<file path="src/hw/eccp_pkg.sv">
package eccp_pkg;

    // Register addresses
    localparam logic [7:0] ADDR_CTRL   = 8'h00;
    localparam logic [7:0] ADDR_DUTY   = 8'h01;
    localparam logic [7:0] ADDR_STAT   = 8'h02;
    localparam logic [7:0] ADDR_MASK   = 8'h03;
    localparam logic [7:0] ADDR_CAP_LO = 8'h04;
    localparam logic [7:0] ADDR_CAP_HI = 8'h05;

    // Values after reset
    localparam logic [7:0] CTRL_RST = 8'h00;
    localparam logic [7:0] DUTY_RST = 8'h00;
    localparam logic [7:0] MASK_RST = 8'h00;

    // Position of the unit flag in status and mask
    localparam int unsigned FLAG_BIT = 0;

    // Prescaler terminal counts for every 4th and 16th edge
    localparam logic [3:0] PRESC_4  = 4'h3;
    localparam logic [3:0] PRESC_16 = 4'hF;

    // Deadband time and its cycle count at 200 MHz
    localparam int unsigned CLK_PERIOD_PS = 5000;
    localparam int unsigned DEAD_TIME_NS  = 50;
    localparam int unsigned DEAD_CYC =
        (DEAD_TIME_NS * 1000 + CLK_PERIOD_PS - 1) / CLK_PERIOD_PS;

    // Unit mode codes
    typedef enum logic [3:0] {
        MODE_OFF      = 4'h0,
        MODE_RSV1     = 4'h1,
        MODE_CMP_TGL  = 4'h2,
        MODE_RSV3     = 4'h3,
        MODE_CAP_FALL = 4'h4,
        MODE_CAP_RISE = 4'h5,
        MODE_CAP_R4   = 4'h6,
        MODE_CAP_R16  = 4'h7,
        MODE_CMP_SET  = 4'h8,
        MODE_CMP_CLR  = 4'h9,
        MODE_CMP_FLAG = 4'hA,
        MODE_CMP_SPEC = 4'hB,
        MODE_PWM_HH   = 4'hC,
        MODE_PWM_LH   = 4'hD,
        MODE_PWM_HL   = 4'hE,
        MODE_PWM_LL   = 4'hF
    } mode_t;

    // PWM output steering
    typedef enum logic [1:0] {
        STEER_SINGLE = 2'b00,
        STEER_FWD    = 2'b01,
        STEER_HALF   = 2'b10,
        STEER_REV    = 2'b11
    } steer_t;

    // Control register layout, bit 7 down to bit 0
    typedef struct packed {
        steer_t      pwm_output_config;
        logic [1:0]  duty_low_bits;
        mode_t       unit_mode_select;
    } ctrl_t;

    // One bit for each of the four output pins
    typedef struct packed {
        logic d;
        logic c;
        logic b;
        logic a;
    } pins_t;

    // True for the four PWM codes
    function automatic logic is_pwm(input mode_t m);
        return m[3:2] == 2'b11;
    endfunction

    // True for the compare codes
    function automatic logic is_cmp(input mode_t m);
        return (m == MODE_CMP_TGL) || (m[3:2] == 2'b10);
    endfunction

    // Pins that are active low in a PWM code
    function automatic pins_t act_low(input mode_t m);
        pins_t p;
        p.a = m[0];
        p.c = m[0];
        p.b = m[1];
        p.d = m[1];
        return p;
    endfunction

endpackage

</file>
<file path="src/hw/dead_band.sv">
`timescale 1ns/1ps
`default_nettype none
// Complementary pair with both sides off for DEAD_CYC cycles at each edge
module dead_band import eccp_pkg::*; #(
    parameter int unsigned DEAD_N = DEAD_CYC
) (
    input  wire logic ref_clk_i,  // Core clock
    input  wire logic rst_b_i,    // Async reset, active low
    input  wire logic clr_i,      // Hold both sides off
    input  wire logic pwm_i,      // Raw modulated waveform
    output logic      hi_o,       // Side following the waveform
    output logic      lo_o        // Complementary side
);
    localparam int unsigned CW = $clog2(DEAD_N + 1);

    // Refuse a deadband that the counter cannot serve
    if (DEAD_N < 1) begin : g_bad_dead
        $error("dead_band needs DEAD_N of at least 1");
    end

    logic [CW-1:0] cnt_ff;  // Remaining dead cycles
    logic          lvl_ff;  // Waveform level last seen

    // Any edge turns both sides off, then the new side waits its dead time
    always_ff @(posedge ref_clk_i or negedge rst_b_i) begin
        if (!rst_b_i) begin
            cnt_ff <= '0;
            lvl_ff <= 1'b0;
            hi_o   <= 1'b0;
            lo_o   <= 1'b0;
        end else if (clr_i) begin
            cnt_ff <= CW'(DEAD_N - 1);
            lvl_ff <= pwm_i;
            hi_o   <= 1'b0;
            lo_o   <= 1'b0;
        end else if (pwm_i != lvl_ff) begin
            cnt_ff <= CW'(DEAD_N - 1);
            lvl_ff <= pwm_i;
            hi_o   <= 1'b0;
            lo_o   <= 1'b0;
        end else if (cnt_ff != '0) begin
            cnt_ff <= cnt_ff - 1'b1;
        end else begin
            hi_o <= lvl_ff;
            lo_o <= ~lvl_ff;
        end
    end

endmodule
`default_nettype wire

</file>
<file path="src/hw/eccp_mode_ctrl.sv">
`timescale 1ns/1ps
`default_nettype none
module eccp_mode_ctrl import eccp_pkg::*; #(
    parameter int unsigned TMR_W  = 16,       // Timer width
    parameter int unsigned DEAD_N = DEAD_CYC  // Deadband cycles
) (
    input  wire logic             ref_clk_i,   // Core clock, 200 MHz
    input  wire logic             rst_b_i,     // Async reset, active low
    input  wire logic [7:0]       addr_i,      // Register address
    input  wire logic [7:0]       wdata_i,     // Write data
    input  wire logic             wr_i,        // Write strobe
    input  wire logic             rd_i,        // Read strobe
    output logic      [7:0]       rdata_o,     // Read data, next cycle
    input  wire logic [TMR_W-1:0] timer_i,     // Running timer value
    input  wire logic             match_i,     // Compare match pulse
    input  wire logic             pwm_raw_i,   // Raw PWM waveform
    input  wire logic             adc_en_i,    // Converter enabled
    input  wire logic             cap_pin_i,   // Capture pin, async
    output pins_t                 pin_o,       // Pin output levels
    output pins_t                 pin_oe_b_o,  // Pin enables, low drives
    output logic      [9:0]       duty_o,      // Ten-bit PWM duty
    output logic                  tmr_rst_o,   // Timer reset pulse
    output logic                  adc_go_o,    // Conversion start pulse
    output logic                  irq_o        // Interrupt level
);

    // Refuse timer widths that the two capture bytes cannot carry
    if (TMR_W < 9 || TMR_W > 16) begin : g_bad_tmr
        $error("TMR_W must be 9 to 16");
    end

    ////////////////////////////////////////////////////////////////////
    // Registers
    ////////////////////////////////////////////////////////////////////

    ctrl_t             ctrl_ff;   // Control register
    logic [7:0]        duty_ff;   // Duty high byte
    logic              flag_ff;   // Sticky unit flag
    logic              mask_ff;   // Flag mask
    logic [TMR_W-1:0]  cap_ff;    // Captured timer value
    logic              cmp_ff;    // Compare output latch
    logic              sync1_ff;  // Pin synchroniser, first stage
    logic              sync2_ff;  // Pin synchroniser, second stage
    logic              sync3_ff;  // Delayed copy for edges
    logic [3:0]        presc_ff;  // Rising edge prescaler

    mode_t  mode;      // Current mode field
    steer_t steer;     // Current steering field
    logic   off;       // Unit held idle
    logic   wr_ctrl;   // Control write
    logic   wr_stat;   // Status write
    logic   rise;      // Rising pin edge
    logic   fall;      // Falling pin edge
    logic   cmp_ev;    // Match in a compare mode
    logic   cap_ev;    // Capture taken
    logic   nxt_flag;  // Next unit flag
    logic   db_hi;     // Deadband side A
    logic   db_lo;     // Deadband side B

    assign mode    = ctrl_ff.unit_mode_select;
    assign steer   = ctrl_ff.pwm_output_config;
    assign off     = (mode == MODE_OFF);
    assign wr_ctrl = wr_i && (addr_i == ADDR_CTRL);
    assign wr_stat = wr_i && (addr_i == ADDR_STAT);
    assign rise    = sync2_ff && !sync3_ff;
    assign fall    = !sync2_ff && sync3_ff;
    assign cmp_ev  = match_i && is_cmp(mode);

    // Software writes to control, duty and mask
    always_ff @(posedge ref_clk_i or negedge rst_b_i) begin
        if (!rst_b_i) begin
            ctrl_ff <= ctrl_t'(CTRL_RST);
            duty_ff <= DUTY_RST;
            mask_ff <= MASK_RST[FLAG_BIT];
        end else if (wr_i) begin
            if (addr_i == ADDR_CTRL) begin
                ctrl_ff <= ctrl_t'(wdata_i);
            end
            if (addr_i == ADDR_DUTY) begin
                duty_ff <= wdata_i;
            end
            if (addr_i == ADDR_MASK) begin
                mask_ff <= wdata_i[FLAG_BIT];
            end
        end
    end

    ////////////////////////////////////////////////////////////////////
    // Capture path
    ////////////////////////////////////////////////////////////////////

    // Two-stage synchroniser plus one stage for edge detection
    always_ff @(posedge ref_clk_i or negedge rst_b_i) begin
        if (!rst_b_i) begin
            sync1_ff <= 1'b0;
            sync2_ff <= 1'b0;
            sync3_ff <= 1'b0;
        end else begin
            sync1_ff <= cap_pin_i;
            sync2_ff <= sync1_ff;
            sync3_ff <= sync2_ff;
        end
    end

    // Decide which edge captures in the current mode
    always_comb begin
        cap_ev = 1'b0;
        unique case (mode)
            MODE_CAP_FALL: cap_ev = fall;
            MODE_CAP_RISE: cap_ev = rise;
            MODE_CAP_R4:   cap_ev = rise && (presc_ff[1:0] == PRESC_4[1:0]);
            MODE_CAP_R16:  cap_ev = rise && (presc_ff == PRESC_16);
            MODE_OFF, MODE_RSV1, MODE_RSV3, MODE_CMP_TGL,
            MODE_CMP_SET, MODE_CMP_CLR, MODE_CMP_FLAG,
            MODE_CMP_SPEC, MODE_PWM_HH, MODE_PWM_LH,
            MODE_PWM_HL, MODE_PWM_LL: cap_ev = 1'b0;
        endcase
    end

    // Count rising edges only while a prescaled mode is chosen
    // Switching to another mode restarts the count, so no stale edges
    always_ff @(posedge ref_clk_i or negedge rst_b_i) begin
        if (!rst_b_i) begin
            presc_ff <= 4'h0;
        end else if (mode != MODE_CAP_R4 && mode != MODE_CAP_R16) begin
            presc_ff <= 4'h0;
        end else if (wr_ctrl && (wdata_i[3:0] != mode)) begin
            presc_ff <= 4'h0;
        end else if (rise) begin
            presc_ff <= presc_ff + 4'h1;
        end
    end

    // Latch the timer on a capture event; idle clears it
    always_ff @(posedge ref_clk_i or negedge rst_b_i) begin
        if (!rst_b_i) begin
            cap_ff <= '0;
        end else if (off) begin
            cap_ff <= '0;
        end else if (cap_ev) begin
            cap_ff <= timer_i;
        end
    end

    ////////////////////////////////////////////////////////////////////
    // Compare path
    ////////////////////////////////////////////////////////////////////

    // Compare output latch acts on a match by mode
    always_ff @(posedge ref_clk_i or negedge rst_b_i) begin
        if (!rst_b_i) begin
            cmp_ff <= 1'b0;
        end else if (off) begin
            cmp_ff <= 1'b0;
        end else if (match_i) begin
            unique case (mode)
                MODE_CMP_TGL: cmp_ff <= ~cmp_ff;
                MODE_CMP_SET: cmp_ff <= 1'b1;
                MODE_CMP_CLR: cmp_ff <= 1'b0;
                MODE_OFF, MODE_RSV1, MODE_RSV3, MODE_CAP_FALL,
                MODE_CAP_RISE, MODE_CAP_R4, MODE_CAP_R16,
                MODE_CMP_FLAG, MODE_CMP_SPEC, MODE_PWM_HH,
                MODE_PWM_LH, MODE_PWM_HL,
                MODE_PWM_LL: cmp_ff <= cmp_ff;
            endcase
        end
    end

    // Special event pulses for timer reset and conversion start
    always_ff @(posedge ref_clk_i or negedge rst_b_i) begin
        if (!rst_b_i) begin
            tmr_rst_o <= 1'b0;
            adc_go_o  <= 1'b0;
        end else begin
            tmr_rst_o <= match_i && (mode == MODE_CMP_SPEC);
            adc_go_o  <= match_i && (mode == MODE_CMP_SPEC)
                         && adc_en_i;
        end
    end

    ////////////////////////////////////////////////////////////////////
    // Interrupt
    ////////////////////////////////////////////////////////////////////

    // A new event wins over a write-one clear in the same cycle
    assign nxt_flag = cmp_ev || cap_ev ||
                      (flag_ff && !(wr_stat && wdata_i[FLAG_BIT]));

    // Sticky flag and its masked interrupt level
    always_ff @(posedge ref_clk_i or negedge rst_b_i) begin
        if (!rst_b_i) begin
            flag_ff <= 1'b0;
            irq_o   <= 1'b0;
        end else begin
            flag_ff <= nxt_flag;
            irq_o   <= nxt_flag && mask_ff;
        end
    end

    ////////////////////////////////////////////////////////////////////
    // Read port
    ////////////////////////////////////////////////////////////////////

    // Read data stand for one cycle; unmapped reads return zero
    always_ff @(posedge ref_clk_i or negedge rst_b_i) begin
        if (!rst_b_i) begin
            rdata_o <= 8'h00;
        end else if (!rd_i) begin
            rdata_o <= 8'h00;
        end else begin
            unique case (addr_i)
                ADDR_CTRL:   rdata_o <= ctrl_ff;
                ADDR_DUTY:   rdata_o <= duty_ff;
                ADDR_STAT:   rdata_o <= {7'h00, flag_ff};
                ADDR_MASK:   rdata_o <= {7'h00, mask_ff};
                ADDR_CAP_LO: rdata_o <= cap_ff[7:0];
                ADDR_CAP_HI: rdata_o <= 8'(cap_ff[TMR_W-1:8]);
                default:     rdata_o <= 8'h00;
            endcase
        end
    end

    ////////////////////////////////////////////////////////////////////
    // Duty cycle and pin steering
    ////////////////////////////////////////////////////////////////////

    // Full duty only in PWM; duty_o is zero in every other mode
    always_ff @(posedge ref_clk_i or negedge rst_b_i) begin
        if (!rst_b_i) begin
            duty_o <= 10'h000;
        end else if (is_pwm(mode)) begin
            duty_o <= {duty_ff, ctrl_ff.duty_low_bits};
        end else begin
            duty_o <= 10'h000;
        end
    end

    // Complementary pair for the half bridge
    dead_band #(
        .DEAD_N (DEAD_N)
    ) u_dead (
        .ref_clk_i (ref_clk_i),
        .rst_b_i   (rst_b_i),
        .clr_i     (!(is_pwm(mode) && steer == STEER_HALF)),
        .pwm_i     (pwm_raw_i),
        .hi_o      (db_hi),
        .lo_o      (db_lo)
    );

    pins_t lvl;  // Active-high pin levels
    pins_t oeb;  // Enables, low drives

    // Steer the waveform onto the pins by mode and configuration
    always_comb begin
        lvl = '0;
        oeb = '1;
        if (is_pwm(mode)) begin
            unique case (steer)
                STEER_SINGLE: begin
                    lvl.a = pwm_raw_i;
                    oeb.a = 1'b0;
                end
                STEER_FWD: begin
                    lvl.d = pwm_raw_i;
                    lvl.a = 1'b1;
                    oeb   = '0;
                end
                STEER_HALF: begin
                    lvl.a = db_hi;
                    lvl.b = db_lo;
                    oeb.a = 1'b0;
                    oeb.b = 1'b0;
                end
                STEER_REV: begin
                    lvl.b = pwm_raw_i;
                    lvl.c = 1'b1;
                    oeb   = '0;
                end
            endcase
        end else if (is_cmp(mode)) begin
            lvl.a = cmp_ff;
            oeb.a = 1'b0;
        end
    end

    // Register pins; polarity applies only to PWM pins being driven
    always_ff @(posedge ref_clk_i or negedge rst_b_i) begin
        if (!rst_b_i) begin
            pin_o      <= '0;
            pin_oe_b_o <= '1;
        end else begin
            pin_oe_b_o <= oeb;
            if (is_pwm(mode)) begin
                pin_o <= lvl ^ (act_low(mode) & ~oeb);
            end else begin
                pin_o <= lvl;
            end
        end
    end
endmodule
`default_nettype wire

</file>
<file path="config.mk">
export PLATFORM = sky130hd
export DESIGN_NAME = eccp_mode_ctrl
export DESIGN_NICKNAME = d
export VERILOG_FILES = /design/src/hw/eccp_pkg.sv /design/src/hw/dead_band.sv /design/src/hw/eccp_mode_ctrl.sv
export SDC_FILE = /design/constraint.sdc
export NUM_CORES = 1
export LEC_CHECK = 0
export BUFFER_PORTS_ARGS = -buffer_cell sky130_fd_sc_hd__buf_2
export CAP_MARGIN = 20
export CELL_PAD_IN_SITES_DETAIL_PLACEMENT = 1
export CELL_PAD_IN_SITES_GLOBAL_PLACEMENT = 1
export CORE_ASPECT_RATIO = 0.75
export CORE_MARGIN = 2
export CORE_UTILIZATION = 48
export CTS_BUF_LIST = sky130_fd_sc_hd__clkbuf_4
export DETAILED_ROUTE_END_ITERATION = 7
export PLACE_DENSITY_LB_ADDON = 0.08
export SYNTH_ARGS = -nofsm -noshare
export SYNTH_HDL_FRONTEND = slang
export SYNTH_SLANG_ARGS = --single-unit
</file>
<file path="constraint.sdc">
create_clock -name ref_clk_i -period 2.5 [get_ports ref_clk_i]
set_input_delay 0.125 -clock ref_clk_i [delete_from_list [all_inputs] [get_ports ref_clk_i]]
set_output_delay 0.125 -clock ref_clk_i [all_outputs]
set_load 0.01 [all_outputs]
</file>
==> flow_summary.html <==
<table>
<tr><th>Metric</th><th>Value</th></tr>
<tr><th colspan="2">Pwr</th></tr>
<tr><td>Sequential power share</td><td>57.3%</td></tr>
<tr><td>Maximum ir drop on the vdd rail</td><td>0.359 mV</td></tr>
<tr><td>Power density cells</td><td>575 nW/µm²</td></tr>
<tr><td>Overall power after layout</td><td>2500 µW</td></tr>
<tr><td>Internal power component</td><td>1810 µW</td></tr>
<tr><td>Net switching fraction of the power</td><td>27.8%</td></tr>
<tr><td>Net switching power figure</td><td>697 µW</td></tr>
<tr><td>Combinational group share of total power</td><td>13.3%</td></tr>
<tr><td>Static power due to leakage</td><td>0.00208 µW</td></tr>
<tr><td>Portion of total power attributed to the clock network</td><td>29.4%</td></tr>
<tr><th colspan="2">Placement</th></tr>
<tr><td>HPWL after detailed placement</td><td>6430 µm</td></tr>
<tr><td>Buffers added on ports</td><td>68</td></tr>
<tr><td>RePlAce Congestion</td><td>0.845</td></tr>
<tr><th colspan="2">CTS</th></tr>
<tr><td>Setup Buffers After CTS</td><td>0</td></tr>
<tr><td>H-tree levels</td><td>3</td></tr>
<tr><td>Clock-pin slew reported for the worst setup and hold paths after clock tree synthesis</td><td>0.13 ns</td></tr>
<tr><td>Number of hold buffers added after cts</td><td>27</td></tr>
<tr><td>CTS tree</td><td>done</td></tr>
<tr><td>Post-cts resize count</td><td>0</td></tr>
<tr><td>Clock latency on the worst-skew pair</td><td>0.42 ns</td></tr>
<tr><td>Buffers from clock root to sink, at most</td><td>2</td></tr>
<tr><td>Clock sink count</td><td>77</td></tr>
<tr><td>TritonCTS buffer count</td><td>9</td></tr>
<tr><td>Clock root buffer master</td><td>clkbuf_4</td></tr>
<tr><th colspan="2">Yosys</th></tr>
<tr><td>Most area-consuming cells after synthesis</td><td>dfrtp_1, mux2_2, nand3_1</td></tr>
<tr><td>Number of warnings issued by yosys</td><td>0</td></tr>
<tr><td>Syn Std Cell Area</td><td>3500 µm²</td></tr>
<tr><td>Number of enable-type register cells in the synthesized netlist</td><td>0</td></tr>
<tr><td>Prevailing post-synth register cell</td><td>dfrtp_1</td></tr>
<tr><td>Leading post-synthesis cells by instance count</td><td>dfrtp_1, nand3_1, o21ai_0</td></tr>
<tr><td>Proportion of netlist area held by the largest area contributor</td><td>52.9%</td></tr>
<tr><td>Ys async rst share</td><td>100%</td></tr>
<tr><td>Share of synthesized area occupied by flip-flops and latches</td><td>55.2%</td></tr>
<tr><td>Number of standard cells after synthesis</td><td>313</td></tr>
<tr><td>Post-Synthesis Mean Instance Area</td><td>11.2 µm²</td></tr>
<tr><td>Mapped Nets</td><td>357</td></tr>
<tr><td>Number of synthesized register bits</td><td>77</td></tr>
<tr><td>Most used standard cell by instance count after synthesis</td><td>dfrtp_1</td></tr>
<tr><td>Count of cell types in the netlist</td><td>50</td></tr>
<tr><td>Post-synth top area cell</td><td>dfrtp_1</td></tr>
<tr><th colspan="2">Setup path</th></tr>
<tr><td>Crit path depth</td><td>4</td></tr>
<tr><td>Terminus of the critical flop-to-flop path</td><td>cap_ff[2]</td></tr>
<tr><td>Required arrival time at the worst endpoint</td><td>2.78 ns</td></tr>
<tr><td>Arrival @ worst endpoint</td><td>2.24 ns</td></tr>
<tr><td>Worst setup path startpoint</td><td>mode[2]</td></tr>
<tr><td>Worst Path Class, Setup</td><td>register to register</td></tr>
<tr><td>Register-to-Register Setup Slack</td><td>0.54 ns</td></tr>
<tr><td>Register-to-Register Path Depth</td><td>4</td></tr>
<tr><td>Critical path launch point type</td><td>register</td></tr>
<tr><td>Cell at the slowest stage of the critical path</td><td>dfrtp_1</td></tr>
<tr><td>Nature of the critical path endpoint</td><td>register</td></tr>
<tr><td>Longest individual stage delay on the worst path</td><td>0.76 ns</td></tr>
<tr><td>Largest driver fanout on the critical path</td><td>21</td></tr>
<tr><td>Start of the worst register-to-register path</td><td>mode[2]</td></tr>
<tr><td>CP bufs+invs</td><td>0</td></tr>
<tr><td>Cell breakdown of the critical path</td><td>nor2b_1, o221ai_1, nor2_1, o21ai_0</td></tr>
<tr><td>Family with the most delay on the worst path</td><td>flip-flops</td></tr>
<tr><th colspan="2">Detailed routing</th></tr>
<tr><td>Number of antenna-violating nets in the routed design</td><td>0</td></tr>
<tr><td>Average wire per cell in the routed design</td><td>18.0 µm</td></tr>
<tr><td>Vias per Instance</td><td>5.47</td></tr>
<tr><td>Vias after detailed routing</td><td>2794</td></tr>
<tr><td>Initial DRC count</td><td>133</td></tr>
<tr><td>Total wire length after detailed routing</td><td>9180 µm</td></tr>
<tr><td>DRC Markers</td><td>0</td></tr>
<tr><td>Number of search-and-repair iterations in the first detailed-routing pass</td><td>4</td></tr>
<tr><th colspan="2">Floorplanning</th></tr>
<tr><td>Core ar.</td><td>6930 µm²</td></tr>
<tr><td>Width of the die</td><td>103 µm</td></tr>
<tr><td>Starting density of the core</td><td>50.5%</td></tr>
<tr><td>Die ar.</td><td>7990 µm²</td></tr>
<tr><td>FP Rows</td><td>26</td></tr>
<tr><td>I/O Pins</td><td>69</td></tr>
<tr><td>Die height</td><td>77.9 µm</td></tr>
<tr><th colspan="2">STA</th></tr>
<tr><td>Maximum clock frequency</td><td>0.510 GHz</td></tr>
<tr><td>Number of hold violations in the final report</td><td>0</td></tr>
<tr><td>Transition at the pin with the smallest max-transition slack</td><td>0.959 ns</td></tr>
<tr><td>Fin Clk Skew</td><td>0.0125 ns</td></tr>
<tr><td>Slew Limit Headroom</td><td>36.1%</td></tr>
<tr><td>Clock period minus final worst setup slack</td><td>1.96 ns</td></tr>
<tr><td>Post-Route Setup TNS</td><td>0 ns</td></tr>
<tr><td>Count of endpoints failing setup in the final report</td><td>0</td></tr>
<tr><td>Period Utilization, post-route</td><td>78.5%</td></tr>
<tr><td>Unrepaired setup endpoints after global routing</td><td>false</td></tr>
<tr><td>Final number of max-transition violations</td><td>0</td></tr>
<tr><th colspan="2">Layout</th></tr>
<tr><td>Share of layout cells above drive strength 1</td><td>29.5%</td></tr>
<tr><td>Area of the multi-input gates</td><td>1470 µm²</td></tr>
<tr><td>Inserted Diodes</td><td>0</td></tr>
<tr><td>Final net count</td><td>452</td></tr>
<tr><td>Register Area</td><td>1930 µm²</td></tr>
<tr><td>Number of filler cells placed in the layout</td><td>766</td></tr>
<tr><td>Area delta synth-&gt;final</td><td>24.5%</td></tr>
<tr><th colspan="2">GRT</th></tr>
<tr><td>Global-route wire length before repair</td><td>15400 µm</td></tr>
<tr><td>Pin count of the biggest net entering global routing</td><td>78</td></tr>
<tr><td>Via count of the first global-routing pass</td><td>2989</td></tr>
<tr><td>Antenna violations before repair</td><td>0</td></tr>
<tr><td>Leftover overflow at the end of global routing</td><td>0</td></tr>
<tr><td>Combined global-route utilization of all metal layers</td><td>25.6%</td></tr>
<tr><th colspan="2">Worst hold path</th></tr>
<tr><td>WHS Path Cells</td><td>2</td></tr>
<tr><td>End of the worst hold path</td><td>duty_ff[0]</td></tr>
<tr><td>Min-Delay Path Class</td><td>input port to register</td></tr>
<tr><td>Startpoint of the most critical hold path</td><td>wdata_i[0]</td></tr>
<tr><th colspan="2">Flow run</th></tr>
<tr><td>Maximum Capacitance Violations</td><td>0</td></tr>
<tr><th colspan="2">Outcome</th></tr>
<tr><td>Result of the run</td><td>complete, no violations</td></tr>
</table>
[worst max path at each step]
stage,endpoint,slack [ns]
2_1_floorplan,duty_ff[0],0.74
3_3_place_gp,duty_ff[4],0.40
3_5_place_dp,duty_ff[2],0.33
4_1_cts,irq_o,0.34
5_1_grt,cap_ff[2],0.24
6_report,cap_ff[2],0.54
[routing by layer]
layer | up-vias | routed length [µm] | GRT usage (%)
li1 | 1310 | - | -
met3 | 13 | 369 | 4.32
met2 | 74 | 4460 | 40.4
met1 | 1397 | 4230 | 36.2
met4 | 0 | 126 | 7.73
met5 | - | 0 | 0
[cell families (layout without fill, tap and decap cells)]
kind of cell / Yosys count / after routing / synth area share, %
compound gates: 59 / 59 / 10.1
xor+xnor: 10 / 10 / 2.50
fa+ha+maj: 4 / 4 / 1.43
buf+inv: 26 / 126 / 3.04
flops: 77 / 77 / 55.2
mux: 25 / 25 / 9.51
simple gates: 112 / 112 / 18.2
[through the flow]
step	utilization, %	hold slack, ns	area [µm²]	std cells	setup WS (ns)
after global placement	56.9	0.236	3940	467	0.401
after floorplan	-	-0.171	3500	313	0.742
final	62.8	0.0397	4350	511	0.539
after detailed placement	56.9	0.235	3940	467	0.334
after CTS	62.7	0.0328	4350	510	0.344
after global routing	62.8	0.0246	4350	511	0.239
[sequential cells by signal, summed over array words and instances, names as in the netlist]
name,cells
duty_o,10
mask_ff,1
sync2_ff,1
irq_o,1
tmr_rst_o,1
cap_ff,16
rdata_o,8
u_dead.lo_o,1
sync3_ff,1
adc_go_o,1
u_dead.cnt_ff,4
flag_ff,1
steer,2
duty_ff,8
cmp_ff,1
sync1_ff,1
u_dead.hi_o,1
pin_o,4
u_dead.lvl_ff,1
ctrl_ff,2
mode,4
presc_ff,4
pin_oe_b_o,3
[worst reg2reg max path, delay by kind of cell, from the launching register on]
| family | cells | cell delay, ns |
|---|---|---|
| compound gates | 2 | 0.36 |
| flops | 1 | 0.76 |
| simple gates | 2 | 0.71 |
[cell usage in the layout, fill, tap and decap left out, types with 5 or more instances in the layout]
cell	instances
nand2_1	19
inv_1	7
a21oi_1	14
nand3_1	25
clkbuf_4	9
mux4_2	5
xnor2_1	5
mux2_2	16
dfrtp_1	74
buf_4	9
o21ai_0	25
nor2b_1	6
and3_1	16
nor2_1	10
nand2b_1	12
xor2_1	5
nor3_1	5
buf_2	67
dlygate4sd3_1	27
[area by class of cell]
type	instances	share of cell area (%)
Inverter	7	0.603
Clock buffer	9	1.55
Clock inverter	7	1.52
Sequential cell	77	44.3
Multi-Input combinational cell	210	33.7
Tap cell	98	2.82
Timing Repair Buffer	103	15.5
[power groups by stage]
stage / Sequential (µW) / Clock [µW] / Combinational [µW]
final: 1440 / 736 / 333
after global routing: 1450 / 801 / 378
after CTS: 1430 / 755 / 333
after detailed placement: 1460 / 0 / 300
after global placement: 1450 / 0 / 286
after floorplan: 1410 / 0 / 190
No activity file was read; power rests on OpenSTA's default activity.
